`config.mk`:
```
export PLATFORM = sky130hd
export DESIGN_NAME = rtcsf_ctrl
export DESIGN_NICKNAME = d
export VERILOG_FILES = /design/src/hw/rtcsf_pkg.sv /design/src/hw/rtcsf_trim_div.sv /design/src/hw/rtcsf_ctrl.sv
export VERILOG_INCLUDE_DIRS = /design/src /design/src/hw
export SDC_FILE = /design/constraint.sdc
export NUM_CORES = 1
export LEC_CHECK = 0
export ABC_AREA = 1
export BUFFER_PORTS_ARGS = -buffer_cell sky130_fd_sc_hd__buf_2
export CAP_MARGIN = 25
export CORE_ASPECT_RATIO = 0.5
export CORE_UTILIZATION = 25
export CTS_CLUSTER_DIAMETER = 80
export DETAILED_ROUTE_END_ITERATION = 12
export RECOVER_POWER = 25
export SKIP_LAST_GASP = 1
export SLEW_MARGIN = 20
export SYNTH_ARGS = -nofsm -noshare
export SYNTH_HDL_FRONTEND = slang
export SYNTH_SLANG_ARGS = --single-unit
```
`constraint.sdc`:
```
create_clock -name clk_sys -period 4.8 [get_ports clk_sys]
set_input_delay 0.96 -clock clk_sys [delete_from_list [all_inputs] [get_ports clk_sys]]
set_output_delay 0.96 -clock clk_sys [all_outputs]
set_load 0.02 [all_outputs]
```
`src/hw/rtcsf_cfg.svh`:
```
// register map, field positions, reset values and timing counts of the rtc trim and unlock control
// Operation
// [RULE_01] test wave off: pin shows level bit
// [RULE_02] test wave on: pin shows square wave
// [RULE_03] protected rate bit picks wave frequency
// [RULE_04] trim direction: 0 slows, 1 speeds
// [RULE_05] slow N/491520, speed N/245760 per minute
// [RULE_06] trim magnitude spans 0 to 31
// [RULE_07] host writes reserved bits as zero
// [RULE_08] first key 0x5E, reads 0x00
// [RULE_09] second key 0xC7, reads 0x00
// [RULE_10] protected write needs keys in order
// [RULE_11] host sends both keys before each write
// [RULE_12] rate bit clear gives 512 Hz
// [RULE_13] 512 Hz wave ignores trim
// [RULE_14] rate bit set gives trimmed 1 Hz
// [RULE_15] year divisible by four is leap
// [RULE_16] backup supply: bus stops, time continues
// [RULE_17] host waits one second after backup
// [RULE_18] unkeyed protected writes ignored, keys repeat
`ifndef RTCSF_CFG_SVH
`define RTCSF_CFG_SVH

`define RTCSF_ADDR_W          8
`define RTCSF_OFS_CAL         8'h07
`define RTCSF_OFS_SCFG        8'h09
`define RTCSF_OFS_KEY1        8'h20
`define RTCSF_OFS_KEY2        8'h21
`define RTCSF_OFS_PFUNC       8'h22

`define RTCSF_RST_CAL         8'h80
`define RTCSF_RST_SCFG        8'hAA
`define RTCSF_RST_PFUNC       8'h00
`define RTCSF_KEY1_VAL        8'h5E
`define RTCSF_KEY2_VAL        8'hC7
`define RTCSF_KEY_READ        8'h00
`define RTCSF_UNMAPPED_READ   8'h00

`define RTCSF_BIT_RATE        0

`define RTCSF_OSC_HZ          32768
`define RTCSF_TEST_HZ         512
`define RTCSF_SEC_PER_MIN     60
`define RTCSF_SLOW_DIV        491520
`define RTCSF_FAST_DIV        245760

`endif

```
`src/hw/rtcsf_pkg.sv`:
```
// types shared by the rtc trim and unlock control
package rtcsf_pkg;

	// one register access from the serial framing logic
	typedef struct packed {
		logic       wr;
		logic       rd;
		logic [7:0] addr;
		logic [7:0] wdata;
	} rtcsf_req_s;

	// calibration and control byte
	typedef struct packed {
		logic       level;
		logic       wave_en;
		logic       speed;
		logic [4:0] mag;
	} rtcsf_cal_s;

	typedef enum logic [1:0] {
		RTCSF_LOCKED,
		RTCSF_KEY1_SEEN,
		RTCSF_UNLOCKED
	} rtcsf_key_e;

endpackage

```
`src/hw/rtcsf_trim_div.sv`:
```
// oscillator tick divider: untrimmed 512 Hz wave, trimmed 1 Hz wave and second tick
`timescale 1ns/1ps
`include "rtcsf_cfg.svh"
`default_nettype none
module rtcsf_trim_div #(
	parameter int TICKS_PER_SEC = `RTCSF_OSC_HZ
) (
	input  wire logic       clk_sys,
	input  wire logic       rst,
	input  wire logic       osc_tick,
	input  wire logic       trim_speed,
	input  wire logic [4:0] trim_mag,
	output logic            wave_512_q,
	output logic            wave_1hz_q,
	output logic            sec_tick_q
);
	localparam int HALF_512 = `RTCSF_OSC_HZ / (2 * `RTCSF_TEST_HZ);
	localparam int MIN_TICKS = `RTCSF_OSC_HZ * `RTCSF_SEC_PER_MIN;
	localparam int SLOW_MUL = MIN_TICKS / `RTCSF_SLOW_DIV;
	localparam int FAST_MUL = MIN_TICKS / `RTCSF_FAST_DIV;
	localparam logic [16:0] TPS = 17'(TICKS_PER_SEC);

	logic [5:0]  pre_q, pre_d;
	logic        w512_d;
	logic [16:0] sub_q, sub_d;
	logic [5:0]  min_q, min_d;
	logic [7:0]  corr_q, corr_d;
	logic        w1_d, sec_d;
	logic [16:0] sum;
	logic [1:0]  step;

	// untrimmed prescaler straight from the oscillator ticks
	always_comb begin
		pre_d = pre_q;
		w512_d = wave_512_q;
		if (osc_tick) begin
			if (pre_q == 6'(HALF_512 - 1)) begin
				pre_d = '0;
				w512_d = ~wave_512_q; // RULE_13
			end else begin
				pre_d = pre_q + 6'h01;
			end
		end
	end

	// trimmed second counter; correction ticks are swallowed or doubled once a minute
	always_comb begin
		step = 2'h1;
		if (corr_q != 8'h00) begin
			step = trim_speed ? 2'h2 : 2'h0; // RULE_04
		end
		sum = sub_q + 17'(step);
		sub_d = sub_q;
		min_d = min_q;
		corr_d = corr_q;
		sec_d = 1'b0;
		if (osc_tick) begin
			if (corr_q != 8'h00) begin
				corr_d = corr_q - 8'h01;
			end
			if (sum >= TPS) begin
				sub_d = sum - TPS;
				sec_d = 1'b1;
				if (min_q == 6'(`RTCSF_SEC_PER_MIN - 1)) begin
					min_d = '0;
					// RULE_05 RULE_06
					corr_d = trim_speed ? 8'(FAST_MUL * trim_mag) : 8'(SLOW_MUL * trim_mag);
				end else begin
					min_d = min_q + 6'h01;
				end
			end else begin
				sub_d = sum;
			end
		end
		w1_d = (sub_d < (TPS >> 1)); // RULE_14
	end

	// register the divider state
	always_ff @(posedge clk_sys) begin
		if (rst) begin
			pre_q <= '0;
			wave_512_q <= 1'b0;
			sub_q <= '0;
			min_q <= '0;
			corr_q <= '0;
			wave_1hz_q <= 1'b0;
			sec_tick_q <= 1'b0;
		end else begin
			pre_q <= pre_d;
			wave_512_q <= w512_d;
			sub_q <= sub_d;
			min_q <= min_d;
			corr_q <= corr_d;
			wave_1hz_q <= w1_d;
			sec_tick_q <= sec_d;
		end
	end
endmodule // rtcsf_trim_div
`default_nettype wire

```
`src/hw/rtcsf_ctrl.sv`:
```
// rtc trim, test output and key-protected function control, top level
`timescale 1ns/1ps
`include "rtcsf_cfg.svh"
`default_nettype none
module rtcsf_ctrl #(
	parameter int TICKS_PER_SEC = `RTCSF_OSC_HZ
) (
	input  wire logic                clk_sys,
	input  wire logic                rst,
	input  wire logic                osc_clk_i,
	input  wire logic                backup_pin_i,
	input  wire rtcsf_pkg::rtcsf_req_s req,
	input  wire logic [7:0]          year_bcd,
	output logic [7:0]               rd_data_q,
	output logic                     rd_valid_q,
	output logic                     irq_level_q,
	output logic                     sec_tick_q,
	output logic                     leap_year_q
);
	logic                  osc_s1_q, osc_s2_q, osc_s3_q;
	logic                  bk_s1_q, bk_s2_q;
	logic                  osc_tick;
	logic                  wave_512, wave_1hz;
	rtcsf_pkg::rtcsf_cal_s cal_q, cal_d;
	logic [7:0]            scfg_q, scfg_d;
	logic [7:0]            pfunc_q, pfunc_d;
	rtcsf_pkg::rtcsf_key_e key_q, key_d;
	logic [7:0]            rdata_d;
	logic                  rvalid_d;
	logic                  irq_d;
	logic                  leap_d;
	logic                  wr_ok, rd_ok;

	// pin synchronisers; only the second stage onward is looked at
	always_ff @(posedge clk_sys) begin
		if (rst) begin
			osc_s1_q <= 1'b0;
			osc_s2_q <= 1'b0;
			osc_s3_q <= 1'b0;
			bk_s1_q <= 1'b0;
			bk_s2_q <= 1'b0;
		end else begin
			osc_s1_q <= osc_clk_i;
			osc_s2_q <= osc_s1_q;
			osc_s3_q <= osc_s2_q;
			bk_s1_q <= backup_pin_i;
			bk_s2_q <= bk_s1_q;
		end
	end

	assign osc_tick = osc_s2_q & ~osc_s3_q; // rising oscillator edge

	// timekeeping keeps running whatever the supply state
	rtcsf_trim_div #(
		.TICKS_PER_SEC (TICKS_PER_SEC)
	) u_div (
		.clk_sys    (clk_sys),
		.rst        (rst),
		.osc_tick   (osc_tick),
		.trim_speed (cal_q.speed),
		.trim_mag   (cal_q.mag),
		.wave_512_q (wave_512),
		.wave_1hz_q (wave_1hz),
		.sec_tick_q (sec_tick_q)
	);

	// bus accesses are dropped while on backup supply
	assign wr_ok = req.wr & ~bk_s2_q; // RULE_16
	assign rd_ok = req.rd & ~bk_s2_q; // RULE_16

	// register writes and the key sequencer
	always_comb begin
		cal_d = cal_q;
		scfg_d = scfg_q;
		pfunc_d = pfunc_q;
		key_d = key_q;
		if (wr_ok) begin
			key_d = rtcsf_pkg::RTCSF_LOCKED; // any other write breaks the sequence
			unique case (req.addr)
				`RTCSF_OFS_CAL: begin
					cal_d = req.wdata;
				end
				`RTCSF_OFS_SCFG: begin
					scfg_d = req.wdata;
				end
				`RTCSF_OFS_KEY1: begin
					if (req.wdata == `RTCSF_KEY1_VAL) begin
						key_d = rtcsf_pkg::RTCSF_KEY1_SEEN; // RULE_08
					end
				end
				`RTCSF_OFS_KEY2: begin
					if (key_q == rtcsf_pkg::RTCSF_KEY1_SEEN && req.wdata == `RTCSF_KEY2_VAL) begin
						key_d = rtcsf_pkg::RTCSF_UNLOCKED; // RULE_09 RULE_10
					end
				end
				`RTCSF_OFS_PFUNC: begin
					if (key_q == rtcsf_pkg::RTCSF_UNLOCKED) begin
						pfunc_d = req.wdata; // RULE_10 RULE_18
					end
				end
				default: begin
				end
			endcase
		end
	end

	// read data; key registers and holes read as zero
	always_comb begin
		rdata_d = rd_data_q;
		rvalid_d = rd_ok;
		if (rd_ok) begin
			unique case (req.addr)
				`RTCSF_OFS_CAL: rdata_d = cal_q;
				`RTCSF_OFS_SCFG: rdata_d = scfg_q;
				`RTCSF_OFS_KEY1: rdata_d = `RTCSF_KEY_READ; // RULE_08
				`RTCSF_OFS_KEY2: rdata_d = `RTCSF_KEY_READ; // RULE_09
				`RTCSF_OFS_PFUNC: rdata_d = pfunc_q;
				default: rdata_d = `RTCSF_UNMAPPED_READ;
			endcase
		end
	end

	// pin level: static level, or a test wave at the selected rate
	always_comb begin
		if (cal_q.wave_en) begin
			// RULE_02 RULE_03 RULE_12 RULE_14
			irq_d = pfunc_q[`RTCSF_BIT_RATE] ? wave_1hz : wave_512;
		end else begin
			irq_d = cal_q.level; // RULE_01
		end
	end

	// bcd year divisible by four: even tens with 0/4/8, odd tens with 2/6
	always_comb begin
		if (year_bcd[4]) begin
			leap_d = (year_bcd[3:0] == 4'h2) || (year_bcd[3:0] == 4'h6); // RULE_15
		end else begin
			leap_d = (year_bcd[3:0] == 4'h0) || (year_bcd[3:0] == 4'h4) ||
				(year_bcd[3:0] == 4'h8); // RULE_15
		end
	end

	// register all control state and the read, pin and leap outputs
	always_ff @(posedge clk_sys) begin
		if (rst) begin
			cal_q <= `RTCSF_RST_CAL;
			scfg_q <= `RTCSF_RST_SCFG;
			pfunc_q <= `RTCSF_RST_PFUNC;
			key_q <= rtcsf_pkg::RTCSF_LOCKED;
			rd_data_q <= 8'h00;
			rd_valid_q <= 1'b0;
			irq_level_q <= 1'b1;
			leap_year_q <= 1'b0;
		end else begin
			cal_q <= cal_d;
			scfg_q <= scfg_d;
			pfunc_q <= pfunc_d;
			key_q <= key_d;
			rd_data_q <= rdata_d;
			rd_valid_q <= rvalid_d;
			irq_level_q <= irq_d;
			leap_year_q <= leap_d;
		end
	end
endmodule // rtcsf_ctrl
`default_nettype wire

```
==> results.py, run 1 <==
metrics = {
    "worst_setup_path": {
        "cp_num_buf_inv": 6,
        "cp-start-kind": "flop",
        "path_cells": "inv_1, ha_1, nand2_1, nor2_1, inv_1, nor2_1, nand2_1, inv_1, ha_1, inv_1, fa_1, nor2_4, nand3_1, inv_1, nand2_1, nand2_1, nand2_2, ha_1, inv_1, o21bai_4, nand2_2, nand2_1, nand3b_1, nor2_1",
        "crit_path_frequent_cell": "inv_1",
        "reg2regPathDepth": 24,
        "crit_required_ns": 5.07,
        "worst_path_largest_cell_delay_ns": 0.46,
        "cp_top_family": "simple AND/OR/NAND/NOR gates",
        "cp-end-kind": "flop",
        "cp_slowest_cell": "fa_1",
        "critPathArrivalTime_ns": 4.18,
        "cp_max_fo": 16,
        "cp_num_cells": 24,
        "critical_path_class": "reg2reg",
    },
    "routing": {
        "wirelength_um": 10400,
        "vias_per_cell": 4.48,
        "first_iter_violations": 219,
        "route.vias.total": 4059,
        "dr.pass1.iters": 4,
        "route.antenna.remaining_nets": 0,
        "drc": 0,
        "routedWlPerCell_um": 11.5,
    },
    "place": {
        "dp.cells": 890,
        "hpwl_um": 7500,
        "io_buffers": 38,
        "placed_area_um2": 4720,
        "globalplace.congestion": 0.870,
        "place_ws_ns": 0.864,
    },
    "timing": {
        "drv_slew": 44,
        "max_freq_ghz": 0.256,
        "hold_violations": 0,
        "tns_ns": 0,
        "min_period_ns": 3.91,
        "rsz0062_at_grt": "false",
        "final-setup-viol-count": 0,
        "min_period_over_period": 0.815,
        "setup_slack_ns": 0.887,
        "worst_clock_skew_ns": 0.00668,
        "max_slew.worst_pin.slew_ns": 2.04,
        "relSlewSlack": -0.361,
    },
    "floorplanning": {
        "dieWidth_um": 187,
        "num_io_pins": 42,
        "start_util": 0.259,
        "row_count": 33,
        "dieArea_um2": 17700,
        "chipHeight_um": 94.6,
        "placeableCoreArea_um2": 16600,
    },
    "global_routing": {
        "grt_max_degree": 44,
        "grtUsageTotal": 0.126,
        "antenna_found_initial": 0,
        "grt_pass1_vias": 3821,
        "grt_overflow_total": 0,
        "grt_pass1_wl_um": 18000,
    },
    "synthesis": {
        "yosysSeqAreaShare": 0.383,
        "post_synth_and_or_nand_nor_area_fraction": 0.307,
        "synth-compound-area-share": 0.160,
        "synth_top_family_by_area": "simple AND/OR/NAND/NOR gates",
        "synthesis.instances": 638,
        "synthesis.area_um2": 4290,
        "synthMuxAreaShare": 0,
        "async_flop_share": 0,
        "syn_nets": 675,
        "synth_top_cell_area_share": 0.383,
        "synth_edf_count": 0,
        "synth-xor-area-share": 0.0286,
        "ys.flop_type": "dfxtp_1",
        "synth_seq_cells": 82,
        "synth_fa_ha_area_frac": 0.0222,
        "yosys_warnings": 0,
        "synth_area_leaders": "dfxtp_1, nand2_1, inv_1, a21oi_1, o21ai_0",
        "ys_types": 39,
        "netlist.top_cell.by_area": "dfxtp_1",
        "avgSynthCellArea_um2": 6.73,
    },
    "cells_and_area": {
        "antenna_cells": 0,
        "register_area_um2": 1640,
        "design_area_um2": 5020,
        "finalNonFillerCells": 906,
        "utilization": 0.303,
        "mostFrequentLayoutCells": "nand2_1, inv_1, dfxtp_1",
        "area_growth_pct": 17.1,
        "final.fill_count": 1802,
        "drive_gt1_frac": 0.0913,
        "multiInputGateArea_um2": 2220,
        "layout_commonest_cell": "nand2_1",
        "finalNetCount": 711,
    },
    "hold_path": {
        "holdCritPathClass": "reg2reg",
        "hold_path_depth": 2,
    },
    "clocking": {
        "clkSinkCount": 82,
        "post_cts_resized": 0,
        "ctsRootBufferMaster": "clkbuf_16",
        "post-cts-setup-buffers": 0,
        "ctsHoldBuffers": 0,
        "cts_tree": "done",
        "cts_buffers": 9,
        "cts.path.max_buffers": 2,
        "clkLatencyLatePin_ns": 0.34,
        "cts_max_level": 3,
        "clk_pin_slew_ns": 0.07,
    },
    "pwr": {
        "p_per_area_nw_per_um2": 325,
        "p_leak_nw": 2.08,
        "peakVddDrop_mv": 0.196,
    },
    "outcome": {
        "outcome": "complete, but fails checks",
        "violations": "max-capacitance violations, max-slew violations",
    },
    "job": {
        "max_cap_violations": 1,
    },
}
[stage by stage]
step | power, mW | hold WS, ns
4_1_cts | 1.65 | 0.405
3_5_place_dp | 0.879 | 0.395
3_3_place_gp | 0.877 | 0.389
6_report | 1.63 | 0.403
2_1_floorplan | 0.834 | 0.388
5_1_grt | 1.70 | 0.436
[state kept, by name, summed over array words and instances (netlist names), 2 cells and up]
name and flops:
u_div.min_q 6, u_div.corr_q 8, u_div.sub_q 17, pfunc_q 8, key_q 2, scfg_q 8
rd_data_q 8, u_div.pre_q 6, cal_q 8
[cells by family after synthesis]
kind of cell | Yosys count
buffers and inverters | 110
flip-flops | 82
adder cells (fa/ha/maj) | 7
AO/OA/AOI/OAI | 123
XOR/XNOR | 14
AND/OR/NAND/NOR | 302
[synth_stat cells (5+ instances only)]
| cell | instances |
|---|---|
| o211ai_1 | 9 |
| nand2_2 | 6 |
| inv_1 | 91 |
| xnor2_1 | 5 |
| a21oi_1 | 53 |
| or2_2 | 5 |
| o221ai_1 | 6 |
| ha_1 | 6 |
| xor2_1 | 9 |
| nand2_1 | 152 |
| nor4_1 | 5 |
| nor2_1 | 62 |
| nand3_1 | 42 |
| clkbuf_1 | 12 |
| nand4_1 | 12 |
| o21ai_0 | 47 |
| dfxtp_1 | 82 |
[layout make-up]
| type | count | share of cell area |
|---|---|---|
| clock inverters | 7 | 0.0209 |
| clock buffers | 9 | 0.0448 |
| inverters | 93 | 0.0695 |
| flip-flops and latches | 82 | 0.327 |
| well taps | 227 | 0.0565 |
| multi-input cells | 446 | 0.442 |
| repair buffers | 42 | 0.0391 |
[worst min-delay path, delay by kind of cell (launching register included)]
kind	cells	cell delay [ns]
buf+inv	1	0.04
simple gates	1	0.03
flops	1	0.30
[metal layers]
metal	track usage	vias to the layer above	wire length (um)
met5	0	-	0
met4	0.0328	0	112
met3	0.0271	9	360
met2	0.224	55	4850
met1	0.156	1851	5070
li1	-	2144	-
[worst paths after layout]
kind	start	slack, ns	endpoint
min	bk_s1_q	0.40	bk_s2_q
max reg2reg	u_div.corr_q[0]	0.89	u_div.wave_1hz_q
min reg2reg	bk_s1_q	0.40	bk_s2_q
max	u_div.corr_q[0]	0.89	u_div.wave_1hz_q
[where the power goes]
part	internal [mW]	total, mW	switching (mW)
registers	0.694	0.705	0.0111
clock network	0.466	0.769	0.303
logic	0.0568	0.158	0.101
total	1.22	1.63	0.415
Note: power is estimated with default switching activity, not from simulation.
==> run 2, diff against run 1 <==
- clock period: 4.8 -> 3.6 ns (I/O delays scaled with it)
==> run 2 against run 1 <==
  * The flow now finishes without violations
  * First-iteration DRC count grew 8.2%
  * Core utilization grew 0.63 points
  * Cell count grew 1.7%
  * Die area is the same
  * Flip-flop and latch count is the same
  * Highest routed layer unchanged
==> results.py, run 2 (synthesis results as in run 1) <==
metrics = {
    "cells_and_area": {
        "layout_commonest_cell": "nand2_1",
        "area_growth_pct": 19.5,
        "mostFrequentLayoutCells": "nand2_1, inv_1, dfxtp_1",
        "design_area_um2": 5130,
        "top_register": "u_div.sub_q",
        "drive_gt1_frac": 0.127,
        "finalNonFillerCells": 921,
        "largest_reg_flops": 17,
        "finalNetCount": 726,
        "antenna_cells": 0,
        "utilization": 0.310,
    },
    "clocking": {
        "cts_max_level": 3,
        "ctsHoldBuffers": 0,
        "ctsRootBufferMaster": "clkbuf_16",
        "cts_tree": "done",
        "cts_buffers": 9,
        "clkSinkCount": 82,
        "cts.path.max_buffers": 2,
        "clk_pin_slew_ns": 0.06,
        "clkLatencyLatePin_ns": 0.34,
    },
    "timing": {
        "max_slew.worst_pin.slew_ns": 0.757,
        "min_period_ns": 3.33,
        "hold_violations": 0,
        "max_freq_ghz": 0.300,
        "final-setup-viol-count": 0,
        "min_period_over_period": 0.926,
        "relSlewSlack": 0.494,
        "worst_clock_skew_ns": 0.00467,
        "drv_slew": 0,
        "fin_worst_hold_slack_ns": 0.401,
    },
    "pwr": {
        "p_per_area_nw_per_um2": 394,
        "peakVddDrop_mv": 0.231,
        "total_power_mw": 2.02,
        "p_leak_nw": 2.13,
    },
    "floorplanning": {
        "placeableCoreArea_um2": 16600,
        "start_util": 0.259,
        "dieWidth_um": 187,
        "chipHeight_um": 94.6,
        "row_count": 33,
        "num_io_pins": 42,
        "dieArea_um2": 17700,
    },
    "routing": {
        "routedWlPerCell_um": 11.5,
        "wirelength_um": 10600,
        "first_iter_violations": 237,
        "route.antenna.remaining_nets": 0,
        "drc": 0,
        "dr.pass1.iters": 4,
        "route.vias.total": 4162,
        "vias_per_cell": 4.52,
    },
    "worst_setup_path": {
        "critical_path_class": "reg2reg",
        "cp-start-kind": "flop",
        "path_cells": "inv_1, ha_2, nand2_1, nor2_2, inv_1, nor2_2, nand2_1, inv_2, ha_2, inv_1, fa_2, inv_1, nor2_1, nand3_1, nor2_2, nand2_1, nor2_2, nand3_2, o21bai_4, buf_6, nand2_1, nand3_1, nand2_1, nor2_2",
        "cp-end-kind": "flop",
        "cp_max_fo": 6,
        "worst_path_largest_cell_delay_ns": 0.57,
        "critPathArrivalTime_ns": 3.60,
        "crit_required_ns": 3.87,
        "reg2regPathDepth": 24,
        "cp_slowest_cell": "fa_2",
    },
    "place": {
        "io_buffers": 38,
        "placed_area_um2": 4800,
        "dp.cells": 901,
        "globalplace.congestion": 0.854,
        "hpwl_um": 7610,
    },
    "global_routing": {
        "grt_overflow_total": 0,
        "antenna_found_initial": 0,
        "grt_max_degree": 44,
        "grtUsageTotal": 0.126,
        "grt_pass1_wl_um": 18000,
        "grt_pass1_vias": 3807,
    },
    "job": {
        "max_cap_violations": 0,
    },
    "hold_path": {
        "hold_path_depth": 2,
        "holdCritPathClass": "reg2reg",
    },
    "outcome": {
        "outcome": "finished, final reports clean",
    },
}
run 2: cell count changes in the layout (fill, tap and decap cells not counted), sizes merged:
| cell | delta |
|---|---|
| buf | +16 |
| inv | -2 |
| clkinvlp | +2 |
| clkbuf | +1 |
| bufinv | -2 |
run 2: metrics by stage:
stage	setup TNS, ns	setup slack [ns]
detailed placement	0	0.121
global placement	0	0.212
floorplan	0	0.301
CTS	0	0.107
finish	0	0.268
global route	-0.0246	-0.0223
run 2: path summary, 6_finish.rpt:
kind                    from                to  slack [ns]
max          u_div.corr_q[0]  u_div.wave_1hz_q        0.27
min                 osc_s1_q          osc_s2_q        0.40
max reg2reg  u_div.corr_q[0]  u_div.wave_1hz_q        0.27
min reg2reg         osc_s1_q          osc_s2_q        0.40
run 2: area by class of cell:
type	count	area, um2
Timing Repair Buffer	57	323
Clock buffer	11	233
Inverter	93	349
Tap cell	227	284
Fill cell	1811	11400
Clock inverter	5	37.5
Multi-Input combinational cell	446	2260
Sequential cell	82	1640
run 2: repair_timing:
| item | 4_1_cts | 5_1_grt |
|---|---|---|
| gates resized for setup | 0 | 16 |
| buffers inserted | 0 | 3 |
| endpoints found under the setup margin | 0 | 18 |
run 2: routing by layer:
layer | vias up | part of all wire | GRT usage | wire length [um]
li1 | 2177 | - | - | -
met1 | 1913 | 0.48 | 0.157 | 5120
met2 | 62 | 0.47 | 0.219 | 4960
met3 | 10 | 0.037 | 0.0338 | 389
met4 | 0 | 0.010 | 0.0260 | 107
met5 | - | 0 | 0 | 0
run 2: power by group:
| group | switching, mW | total (mW) | internal, mW |
|---|---|---|---|
| clock network | 0.379 | 0.850 | 0.471 |
| logic | 0.141 | 0.229 | 0.0883 |
| registers | 0.0150 | 0.941 | 0.926 |
| total | 0.535 | 2.02 | 1.49 |
run 2: worst max-delay path, delay by kind of cell, from the launching register on:
kind	cells	cell delay, ns
compound gates	1	0.21
fa+ha+maj	3	0.95
buf+inv	6	0.47
flops	1	0.30
simple gates	14	1.33
